$ cat src/hdl/crf_pkg.sv
// Constants, enumerations and carrier structs for the CPU core register file.
// Assumes one clock domain and a sequencer that drives one command per step.
package crf_pkg;

    // ****************************************************************
    // Reset values and fixed address fields
    // ****************************************************************
    localparam logic [15:0] SP_RESET = 16'h00FF;       // Stack pointer after reset
    localparam logic [7:0] IDX_HI_RESET = 8'h00;       // High index byte after reset
    localparam logic [7:0] SP_LOW_RESET = 8'hFF;       // Low stack byte after low reset
    localparam logic [7:0] DIRECT_PAGE_HI = 8'h00;     // Direct page is 0x0000-0x00FF
    localparam logic [15:0] SP_STEP = 16'h0001;        // One byte per push or pull

    // ****************************************************************
    // Enumerations
    // ****************************************************************
    // Operations on an 8-bit data register
    typedef enum logic [3:0] {
        UOP_CLR, UOP_INC, UOP_DEC, UOP_COM, UOP_NEG,
        UOP_LSL, UOP_LSR, UOP_ASR, UOP_ROL, UOP_ROR
    } crf_uop_t;

    // Stack pointer operations
    typedef enum logic [2:0] {
        SPOP_NONE, SPOP_LOAD, SPOP_ADJUST, SPOP_LOW_RESET, SPOP_PUSH, SPOP_PULL
    } crf_spop_t;

    // Effective address modes
    typedef enum logic [2:0] {
        AM_NONE, AM_DIRECT, AM_EXTENDED, AM_IDX_HX, AM_IDX_X, AM_IDX_SP, AM_RELATIVE
    } crf_amode_t;

    // Automatic stacking requests
    typedef enum logic [1:0] {
        STK_NONE, STK_CALL, STK_IRQ
    } crf_stk_t;

    // ****************************************************************
    // Carrier structs
    // ****************************************************************
    typedef struct packed {
        logic acc_we;
        logic [7:0] acc_wdata;
        logic x_we;
        logic [7:0] x_wdata;
        logic h_we;
        logic [7:0] h_wdata;
        logic x_op_en;
        crf_uop_t x_op;
        logic carry_in;
        crf_spop_t sp_op;
        logic [15:0] sp_wdata;
        logic [7:0] sp_imm;
        crf_amode_t amode;
        logic [15:0] addr_ofs;
        logic [15:0] pc;
        crf_stk_t stk;
        logic [7:0] ccr;
    } crf_cmd_t;

    typedef struct packed {
        logic we;
        logic re;
        logic [15:0] addr;
        logic [7:0] wdata;
    } crf_mem_t;

endpackage

$ cat src/hdl/crf_regfile.sv
// CPU core register file: accumulator, index pair, stack pointer,
// effective address forming and automatic stacking of return state.
// Assumes the instruction sequencer drives one command per enabled clock
// and holds off new commands while o_busy is high.
//
// Contract
// - 8-bit accumulator feeds ALU, takes results
// - Reset leaves accumulator unchanged
// - Index pair is two 8-bit registers
// - Indexed uses full pair; legacy uses low
// - Low index works as data register
// - Reset clears high index, keeps low
// - 16-bit stack pointer to next free
// - Reset loads stack pointer 0x00FF
// - Stack adjust adds signed 8-bit immediate
// - Stack low reset touches only low byte
// - Calls and interrupts stack return state
// - Registers have no memory address
// - Direct addressing limited to page zero
// - Branch target is PC plus signed offset
`timescale 1ns/10ps

module crf_regfile (
    input wire logic i_clk,
    input wire logic i_nrst,
    input wire logic i_ce,
    input wire logic i_cmd_valid,
    input wire crf_pkg::crf_cmd_t i_cmd,
    output logic [7:0] o_acc,
    output logic [7:0] o_idx_hi,
    output logic [7:0] o_idx_lo,
    output logic [15:0] o_stack_pointer,
    output logic o_x_carry,
    output logic [15:0] o_ea,
    output logic o_ea_valid,
    output crf_pkg::crf_mem_t o_mem,
    output logic o_busy
);

    // ****************************************************************
    // Declarations
    // ****************************************************************
    typedef enum logic [2:0] {
        ST_IDLE, ST_PCL, ST_PCH, ST_XR, ST_AR, ST_CCR
    } crf_stk_state_t;

    // Architectural registers, stacking state and return snapshot
    crf_stk_state_t stk_state_r;
    crf_stk_state_t stk_state_nxt;
    logic [7:0] acc_r;
    logic [7:0] idx_hi_r;
    logic [7:0] idx_lo_r;
    logic [15:0] sp_r;
    logic [15:0] sp_nxt;
    logic [15:0] snap_pc_r;
    logic [7:0] snap_ccr_r;
    logic snap_irq_r;
    logic [7:0] uop_result;
    logic uop_carry;
    logic cmd_take;
    logic stacking;
    logic stk_req;

    // Sign extension of an 8-bit two's complement value to 16 bits
    // Shared by the stack adjust and by relative branch forming
    function automatic logic [15:0] sext8(input logic [7:0] v);
        sext8 = {{8{v[7]}}, v};
    endfunction

    // Commands are taken only when enabled and no stacking is running
    // Refusing them meanwhile keeps the stacked X and A values stable
    assign cmd_take = i_ce & i_cmd_valid & (stk_state_r == ST_IDLE);
    assign stacking = (stk_state_r != ST_IDLE);

    // One decode of a stacking request, shared by sequencer and snapshot
    assign stk_req = cmd_take & (i_cmd.stk != crf_pkg::STK_NONE);

    // ****************************************************************
    // Low index data unit
    // ****************************************************************
    // The result is used only when x_op_en selects it
    // low index operations
    crf_unary_alu u_x_alu (
        .i_data(idx_lo_r),
        .i_op(i_cmd.x_op),
        .i_carry(i_cmd.carry_in),
        .o_result(uop_result),
        .o_carry(uop_carry)
    );

    // ****************************************************************
    // Accumulator
    // ****************************************************************
    // no reset term here
    // Left out of reset on purpose: software must load it before use
    always_ff @(posedge i_clk) begin
        if (cmd_take && i_cmd.acc_we) begin
            acc_r <= i_cmd.acc_wdata;
        end
    end

    // ****************************************************************
    // Index pair
    // ****************************************************************
    // high byte cleared on reset
    always_ff @(posedge i_clk) begin
        if (!i_nrst) begin
            idx_hi_r <= crf_pkg::IDX_HI_RESET;
        end else if (cmd_take && i_cmd.h_we) begin
            idx_hi_r <= i_cmd.h_wdata;
        end
    end

    always_ff @(posedge i_clk) begin
        if (cmd_take && i_cmd.x_op_en) begin
            idx_lo_r <= uop_result;
        end else if (cmd_take && i_cmd.x_we) begin
            idx_lo_r <= i_cmd.x_wdata;
        end
    end

    // Carry from the last low index operation
    // Plain writes keep it, so a rotate can follow a shift
    always_ff @(posedge i_clk) begin
        if (!i_nrst) begin
            o_x_carry <= 1'b0;
        end else if (cmd_take && i_cmd.x_op_en) begin
            o_x_carry <= uop_carry;
        end
    end

    // ****************************************************************
    // Stack pointer
    // ****************************************************************
    // Next value; stacking owns the pointer while it runs
    // Commands are refused while stacking, so the two never compete
    always_comb begin
        sp_nxt = sp_r;
        if (stacking) begin
            sp_nxt = sp_r - crf_pkg::SP_STEP;
        end else if (cmd_take) begin
            case (i_cmd.sp_op)
                crf_pkg::SPOP_LOAD: sp_nxt = i_cmd.sp_wdata;
                crf_pkg::SPOP_ADJUST: sp_nxt = sp_r + sext8(i_cmd.sp_imm);
                crf_pkg::SPOP_LOW_RESET: sp_nxt = {sp_r[15:8], crf_pkg::SP_LOW_RESET};
                crf_pkg::SPOP_PUSH: sp_nxt = sp_r - crf_pkg::SP_STEP;
                crf_pkg::SPOP_PULL: sp_nxt = sp_r + crf_pkg::SP_STEP;
                default: sp_nxt = sp_r;
            endcase
        end
    end

    always_ff @(posedge i_clk) begin
        if (!i_nrst) begin
            sp_r <= crf_pkg::SP_RESET;
        end else if (i_ce) begin
            sp_r <= sp_nxt;
        end
    end

    // ****************************************************************
    // Automatic stacking sequencer
    // ****************************************************************
    // Call pushes two bytes; interrupt entry pushes five
    // Order is return low, return high, then X, A and flags
    always_comb begin
        stk_state_nxt = stk_state_r;
        case (stk_state_r)
            ST_IDLE: begin
                if (stk_req) begin
                    stk_state_nxt = ST_PCL;
                end
            end
            ST_PCL: stk_state_nxt = ST_PCH;
            ST_PCH: stk_state_nxt = snap_irq_r ? ST_XR : ST_IDLE;
            ST_XR: stk_state_nxt = ST_AR;
            ST_AR: stk_state_nxt = ST_CCR;
            ST_CCR: stk_state_nxt = ST_IDLE;
            default: stk_state_nxt = ST_IDLE;
        endcase
    end

    // Frozen like the rest of the state while the enable is low
    // stacking state machine
    always_ff @(posedge i_clk) begin
        if (!i_nrst) begin
            stk_state_r <= ST_IDLE;
            o_busy <= 1'b0;
        end else if (i_ce) begin
            stk_state_r <= stk_state_nxt;
            o_busy <= (stk_state_nxt != ST_IDLE);
        end
    end

    // Snapshot of return address and flags at the request
    // Held through the sequence because the command bus may change
    always_ff @(posedge i_clk) begin
        if (!i_nrst) begin
            snap_pc_r <= 16'h0000;
            snap_ccr_r <= 8'h00;
            snap_irq_r <= 1'b0;
        end else if (stk_req) begin
            snap_pc_r <= i_cmd.pc;
            snap_ccr_r <= i_cmd.ccr;
            snap_irq_r <= (i_cmd.stk == crf_pkg::STK_IRQ);
        end
    end

    // ****************************************************************
    // Memory port for stack traffic
    // ****************************************************************
    // Write lands at the current pointer, then the pointer moves down
    // Clearing each enabled cycle drops we and re after the last transfer; stacking holds we for 2 or 5 cycles
    // Pull reads at the incremented pointer, the byte pushed last
    always_ff @(posedge i_clk) begin
        if (!i_nrst) begin
            o_mem <= '0;
        end else if (i_ce) begin
            o_mem <= '0;
            case (stk_state_r)
                ST_PCL: o_mem <= '{we: 1'b1, re: 1'b0, addr: sp_r, wdata: snap_pc_r[7:0]};
                ST_PCH: o_mem <= '{we: 1'b1, re: 1'b0, addr: sp_r, wdata: snap_pc_r[15:8]};
                ST_XR: o_mem <= '{we: 1'b1, re: 1'b0, addr: sp_r, wdata: idx_lo_r};
                ST_AR: o_mem <= '{we: 1'b1, re: 1'b0, addr: sp_r, wdata: acc_r};
                ST_CCR: o_mem <= '{we: 1'b1, re: 1'b0, addr: sp_r, wdata: snap_ccr_r};
                default: begin
                    if (cmd_take && i_cmd.sp_op == crf_pkg::SPOP_PUSH) begin
                        o_mem <= '{we: 1'b1, re: 1'b0, addr: sp_r, wdata: i_cmd.sp_wdata[7:0]};
                    end else if (cmd_take && i_cmd.sp_op == crf_pkg::SPOP_PULL) begin
                        o_mem <= '{we: 1'b0, re: 1'b1, addr: sp_nxt, wdata: 8'h00};
                    end
                end
            endcase
        end
    end

    // ****************************************************************
    // Effective address forming
    // ****************************************************************
    // Uses register values before this step's update
    // Offset sums wrap at 16 bits, inside the one address space
    // An idle cycle lowers the strobe but keeps the last address
    always_ff @(posedge i_clk) begin
        if (!i_nrst) begin
            o_ea <= 16'h0000;
            o_ea_valid <= 1'b0;
        end else if (i_ce) begin
            o_ea_valid <= cmd_take && (i_cmd.amode != crf_pkg::AM_NONE);
            if (cmd_take) begin
                case (i_cmd.amode)
                    crf_pkg::AM_DIRECT: o_ea <= {crf_pkg::DIRECT_PAGE_HI, i_cmd.addr_ofs[7:0]};
                    crf_pkg::AM_EXTENDED: o_ea <= i_cmd.addr_ofs;
                    crf_pkg::AM_IDX_HX: o_ea <= {idx_hi_r, idx_lo_r} + i_cmd.addr_ofs;
                    crf_pkg::AM_IDX_X: o_ea <= {8'h00, idx_lo_r} + i_cmd.addr_ofs;
                    crf_pkg::AM_IDX_SP: o_ea <= sp_r + i_cmd.addr_ofs;
                    crf_pkg::AM_RELATIVE: o_ea <= i_cmd.pc + sext8(i_cmd.addr_ofs[7:0]);
                    default: o_ea <= o_ea;
                endcase
            end
        end
    end

    // ****************************************************************
    // Register outputs
    // ****************************************************************
    // visible only on ports
    // No address decode exists, so no load or store can reach them
    // The mirrors cost one cycle of latency but keep outputs on flops
    always_ff @(posedge i_clk) begin
        if (i_ce) begin
            o_acc <= acc_r;
            o_idx_lo <= idx_lo_r;
        end
    end

    // Pointer and high byte mirrors carry reset values
    // so the pins show them while reset is still held
    always_ff @(posedge i_clk) begin
        if (!i_nrst) begin
            o_idx_hi <= crf_pkg::IDX_HI_RESET;
            o_stack_pointer <= crf_pkg::SP_RESET;
        end else if (i_ce) begin
            o_idx_hi <= idx_hi_r;
            o_stack_pointer <= sp_r;
        end
    end

endmodule

$ cat src/hdl/crf_unary_alu.sv
// Combinational 8-bit unary operation unit for the low index register.
// Assumes the caller registers the result; no state lives here.
`timescale 1ns/10ps

module crf_unary_alu (
    input wire logic [7:0] i_data,
    input wire crf_pkg::crf_uop_t i_op,
    input wire logic i_carry,
    output logic [7:0] o_result,
    output logic o_carry
);

    // ****************************************************************
    // Operation select
    // ****************************************************************
    // Shift and rotate carry out follows the bit that falls off
    always_comb begin
        o_result = i_data;
        o_carry = i_carry;
        case (i_op)
            crf_pkg::UOP_CLR: begin
                o_result = 8'h00;
                o_carry = 1'b0;
            end
            crf_pkg::UOP_INC: o_result = i_data + 8'h01;
            crf_pkg::UOP_DEC: o_result = i_data - 8'h01;
            crf_pkg::UOP_COM: begin
                o_result = ~i_data;
                o_carry = 1'b1;
            end
            crf_pkg::UOP_NEG: begin
                o_result = 8'h00 - i_data;
                o_carry = (i_data != 8'h00);
            end
            crf_pkg::UOP_LSL: begin
                o_result = {i_data[6:0], 1'b0};
                o_carry = i_data[7];
            end
            crf_pkg::UOP_LSR: begin
                o_result = {1'b0, i_data[7:1]};
                o_carry = i_data[0];
            end
            crf_pkg::UOP_ASR: begin
                o_result = {i_data[7], i_data[7:1]};
                o_carry = i_data[0];
            end
            crf_pkg::UOP_ROL: begin
                o_result = {i_data[6:0], i_carry};
                o_carry = i_data[7];
            end
            crf_pkg::UOP_ROR: begin
                o_result = {i_carry, i_data[7:1]};
                o_carry = i_data[0];
            end
            default: begin
                o_result = i_data;
                o_carry = i_carry;
            end
        endcase
    end

endmodule

$ cat config.mk
export PLATFORM = sky130hd
export DESIGN_NAME = crf_regfile
export DESIGN_NICKNAME = d
export VERILOG_FILES = /design/src/hdl/crf_pkg.sv /design/src/hdl/crf_regfile.sv /design/src/hdl/crf_unary_alu.sv
export SDC_FILE = /design/constraint.sdc
export NUM_CORES = 1
export LEC_CHECK = 0
export BUFFER_PORTS_ARGS = -buffer_cell sky130_fd_sc_hd__buf_2
export CORE_MARGIN = 2
export CORE_UTILIZATION = 25
export CTS_BUF_LIST = sky130_fd_sc_hd__clkbuf_2
export CTS_CLUSTER_DIAMETER = 60
export DETAILED_ROUTE_END_ITERATION = 7
export MAX_ROUTING_LAYER = met4
export PLACE_DENSITY_LB_ADDON = 0.25
export SYNTH_ARGS = -nofsm -noshare
export SYNTH_HDL_FRONTEND = slang
export SYNTH_SLANG_ARGS = --single-unit
$ cat constraint.sdc
create_clock -name i_clk -period 4.1 [get_ports i_clk]
set_clock_uncertainty 0.1 [all_clocks]
set_input_delay 0.82 -clock i_clk [delete_from_list [all_inputs] [get_ports i_clk]]
set_output_delay 0.82 -clock i_clk [all_outputs]
set_load 0.02 [all_outputs]
==> results of run 1 <==
cells by family after synthesis:
logic type / share of synthesized area (%)
and+or+nand+nor: 21.8
AOI/OAI and AO/OA: 27.0
DFF: 31.2
buffers and inverters: 4.69
muxes: 5.99
adders and majority gates: 6.02
xor gates and xnor gates: 3.31
worst max-delay path, stage by stage:
cell and delay, ns:
buf_2 0.11, nor2b_1 0.13, nand2_1 0.27, buf_4 0.19, mux2_2 0.33, ha_1 0.36, nand3_1 0.15, o211ai_1 0.13
a221oi_2 0.36, o21bai_1 0.15, mux2i_1 0.13, or4_1 0.52, a32o_1 0.21
layout make-up:
class	instances	area (um2)	share of cell area (%)
diodes	4	10.0	0.0769
clock buffers	21	105	0.807
clock inverters	11	98.8	0.759
inverters	36	135	1.04
multi-input cells	1081	6970	53.5
flip-flops and latches	153	3380	26.0
well taps	585	732	5.62
repair buffers	268	1590	12.2
metrics by stage:
stage / total power [mW] / utilization [%] / hold WS, ns
2_1_floorplan: 2.33 / - / 0.324
3_3_place_gp: 2.70 / 29.3 / 0.341
3_5_place_dp: 2.70 / 29.3 / 0.347
4_1_cts: 3.59 / 30.3 / 0.000954
5_1_grt: 3.75 / 30.3 / 0.0261
6_report: 3.54 / 30.3 / 0.121
report_power, final:
| group | leakage [nW] | switching (mW) | internal (mW) |
|---|---|---|---|
| clock | 0.136 | 0.612 | 0.229 |
| sequential | 1.29 | 0.0576 | 1.60 |
| combinational | 3.82 | 0.644 | 0.399 |
worst min-delay path by stage:
| stage | from | to |
|---|---|---|
| after floorplan | idx_lo_r[7] | o_idx_lo[7] |
| after global placement | snap_ccr_r[1] | snap_ccr_r[1] |
| after detailed placement | snap_ccr_r[0] | snap_ccr_r[0] |
| after CTS | i_cmd[12] | snap_pc_r[2] |
| after global routing | i_cmd[12] | snap_pc_r[2] |
| final | i_cmd[23] | snap_pc_r[13] |
Yosys cell counts, types with 17 or more instances:
cell      count  share of area, %
clkbuf_1     65               2.2
xnor2_1      24               1.9
nor2b_1      18               1.0
nand2b_1     18               1.0
a21oi_1     130               6.0
mux2i_1      47               4.3
dfxtp_1     121                22
nand2_1     177               6.1
o211ai_1     22               1.5
o21ai_0      67               3.1
ha_1         45               5.2
nand3_1      44               2.0
nor2_1      108               3.7
edfxtp_1     32               8.9
a31oi_1      20               1.2
a22oi_1      27               1.9
inv_1        36               1.2
nor3_1       23               1.1
xor2_1       17               1.4
state kept, by name, indices dropped and copies added, names as in the netlist, 16 cells and up:
register	flops
o_stack_pointer	16
sp_r	16
o_ea	16
o_mem	26
snap_pc_r	16
metal layers:
layer	vias up	GRT usage, %	wire [um]
li1	5458	-	-
met1	5448	27.0	20600
met2	390	31.0	20200
met3	45	2.51	2330
met4	0	6.08	809
met5	-	-	0
==> results.ini, run 1 <==
[status]
status=completed

[timing]
max_freq_ghz=0.311
min_period_ns=3.21
setup_ws_ns=0.888
worst_pin_slew_ns=1.07
fin_crit_sh_pct=78.3
tns_ns=0
final_max_slew_viol_count=0
rsz0062_at_grt=no
final-hold-violation-count=0
setup_viol=0
slew_headroom_pct=28.7

[route]
wire_per_inst_um=20.4
detail-route-antenna-nets=0
drt_iter0_markers=997
drtPass1Iterations=5
drc_errors=0
vias_per_cell=5.25
num_vias=11300
drt-total-wl_um=44000

[floorplan]
dieHeight_um=212
placementRows=76
die_w_um=212
start_util_pct=25.3
die_area_mm2=0.0451
ioPinCount=194
core_mm2=0.0430

[clocking]
cts_buffers=17
cts_buffer_depth=2
clock-sinks=153
post_cts_resized=0
postCtsSetupRepairBufs=0
htree_levels=4
hold_buffers=23
clock_latency_ns=0.84
clk_pin_slew_worst_paths_ns=0.27
tritoncts=done
ctsRootBufferMaster=clkbuf_2

[finish]
syn_to_final_growth_pct=19.9
layout_common_cells=192 x buf_2, 177 x nand2_1, 130 x a21oi_1, 121 x dfxtp_1, 107 x nor2_1
drive_above_1_share_pct=20.3
finalNetCount=1715
final_common_cell=buf_2
final_cells=2159
fill_cells=4725
post-route-cell-area_mm2=0.0130

[logic_synthesis]
syn-num-nets=1520
synth_top_flop_cell=dfxtp_1
synth-seq-cells=153
yosysSeqAreaShare_pct=31.2
avgSynthCellArea_um2=7.97
syn_area_mm2=0.0109
async_flop_share_pct=0
ys_types=90
synth_edf_count=32
synthCells=1362
yosys_warnings=0

[place]
dp_cells=2100
gp_congestion=0.907
hpwl_um=33600
placed_area_mm2=0.0126
placement.setup.worst_slack_ns=0.0264
io_buffers=193

[global_route]
antenna_found_initial=5
grt.total_usage_pct=19.9
overflow=0
grt_start_max_net_pins=86
grt_pass1_wl_um=65900
first_global_vias=10700

[power]
cellLeakagePower_nw=5.24
peakVddDrop_v=0.000124
power_density_mw_per_mm2=272

[worst_setup_path]
criticalPathCategory=in2reg
reg2reg_from=idx_lo_r[7]
worstPathMaxFanout=8
timing.rr.end=o_ea[12]
required_ns=4.75
cp-start-kind=input pin
crit_end=o_ea[12]
rrSetupSlack_ns=0.90
crit_arrival_ns=3.87
worstRegToRegCells=9
cp-startpoint=i_cmd[44]
crit_path_end_kind=flip-flop

[worst_hold_path]
hp-class=in2reg
whs_path_depth=3

[job]
drv_cap=0

No activity file was read; power rests on OpenSTA's default activity.
==> inputs of run 2 (changes only) <==
Clock period 4.1 ns to 3 ns, I/O delays scaled along.
==> run 2 against run 1 <==
  * First-iteration DRC count fell by 6.7%
  * Final cell count grew 9.6%
  * Setup slack worse by 0.81 ns
  * Critical path type unchanged
==> results.ini, run 2 (synthesized netlist as in run 1, its figures left out) <==
[power]
cellLeakagePower_nw=6.26
power.total_mw=5.29
power_density_mw_per_mm2=352
peakVddDrop_v=0.000200

[floorplan]
start_util_pct=25.3
dieHeight_um=212
die_area_mm2=0.0451
placementRows=76
die_w_um=212
ioPinCount=194
core_mm2=0.0430

[worst_hold_path]
hp-class=in2reg

[finish]
largest_reg_flops=26
layout_common_cells=197 x buf_4, 192 x buf_2, 175 x nand2_1, 126 x a21oi_1, 121 x dfxtp_1
finalNetCount=1919
drive_above_1_share_pct=28.0
multi_input_area_mm2=0.00718
top_register=o_mem
final_common_cell=buf_4
syn_to_final_growth_pct=38.3
fill_cells=4656
seq_area_mm2=0.00338

[worst_setup_path]
cpPeakStageDelay_ns=0.53
crit_slowest_cell=dlygate4sd3_1
cp-start-kind=input pin
worstPathMaxFanout=4
criticalPathCategory=in2reg
crit_arrival_ns=3.63
rrSetupSlack_ns=0.11
crit_path_end_kind=flip-flop
required_ns=3.71
worstPathCellList=dlygate4sd3_1, buf_2, ha_1, fa_1, a211oi_2, o21a_1, o21ai_1, a21oi_2, nor3_1, or4_1, a32o_1

[clocking]
cts_buffer_depth=2
clock-sinks=153
ctsRootBufferMaster=clkbuf_2
postCtsSetupRepairBufs=0
htree_levels=4
tritoncts=done
cts_buffers=17
clock_latency_ns=0.88
clk_pin_slew_worst_paths_ns=0.29

[route]
top_layer=met4
wl_met1_um=22000
detail-route-antenna-nets=0
vias_per_cell=5.11
drt-total-wl_um=47300
drtPass1Iterations=6
met3_length_um=2380
drc_errors=0
wl_met2_um=21800
num_vias=12100
drt_iter0_markers=930
wire_per_inst_um=20.0

[timing]
tns_ns=0
max_freq_ghz=0.342
final_max_slew_viol_count=0
fin_crit_sh_pct=97.4
min_period_ns=2.92
setup_viol=0
worst_pin_slew_ns=0.788
rsz0062_at_grt=no
slew_headroom_pct=47.5
final-hold-violation-count=0

[global_route]
first_global_vias=11700
overflow=0
antenna_found_initial=7
grt_start_max_net_pins=53
grt_pass1_wl_um=70700
grt.total_usage_pct=21.6

[job]
drv_cap=0

[place]
hpwl_um=36500
io_buffers=193
gp_congestion=0.911

[status]
status=completed

run 2: timing repair:
action / CTS / global route
setup endpoints to repair: 0 / 3
endpoints found under the hold margin: 70 / 0
hold buffers: 79 / 0
gates resized for setup: 0 / 6
run 2: power by group:
group | switching [mW] | internal (mW) | total [mW]
Clock | 0.929 | 0.342 | 1.27
Sequential | 0.0609 | 2.19 | 2.25
Combinational | 0.984 | 0.783 | 1.77
Total | 1.97 | 3.31 | 5.29
run 2: worst paths after layout:
check                from           end  cells after the start
max             i_cmd[10]      o_ea[12]                     11
min             i_cmd[62]     o_mem[17]                      5
max reg2reg       sp_r[7]      sp_r[11]                      9
min reg2reg  snap_pc_r[2]  snap_pc_r[2]                      2
run 2: layout make-up:
type                            instances  area share, %
Antenna cell                            7          0.117
Clock buffer                           17          0.567
Clock inverter                         15           1.09
Inverter                               36          0.900
Multi-Input combinational cell       1081           47.9
Sequential cell                       153           22.5
Tap cell                              585           4.88
Timing Repair Buffer                  472           22.1
run 2: stage by stage:
| stage | hold WS [ns] | setup slack, ns | instances | instance area (um2) | util, % |
|---|---|---|---|---|---|
| 3_5_place_dp | 0.348 | -0.669 | 2248 | 13900 | 32.4 |
| 6_report | 0.132 | 0.0772 | 2366 | 15000 | 34.9 |
| 5_1_grt | 0.0664 | 0.00215 | 2366 | 15000 | 34.9 |
| 4_1_cts | 0.00737 | 0.0276 | 2359 | 15000 | 34.8 |
| 3_3_place_gp | 0.341 | -0.580 | 2248 | 13900 | 32.4 |
| 2_1_floorplan | 0.324 | -0.268 | 1362 | 11100 | - |
run 2: worst max-delay path: cells and delay by family:
family	cells	cell delay, ns
compound gates	5	1.09
fa+ha+maj	2	0.67
simple gates	2	0.59
buf+inv	2	0.68
run 2: per-layer routing:
metal	GRT usage (%)	vias up
li1	-	5888
met1	28.7	5750
met2	33.4	384
met3	2.78	65
met4	7.84	0
met5	-	-
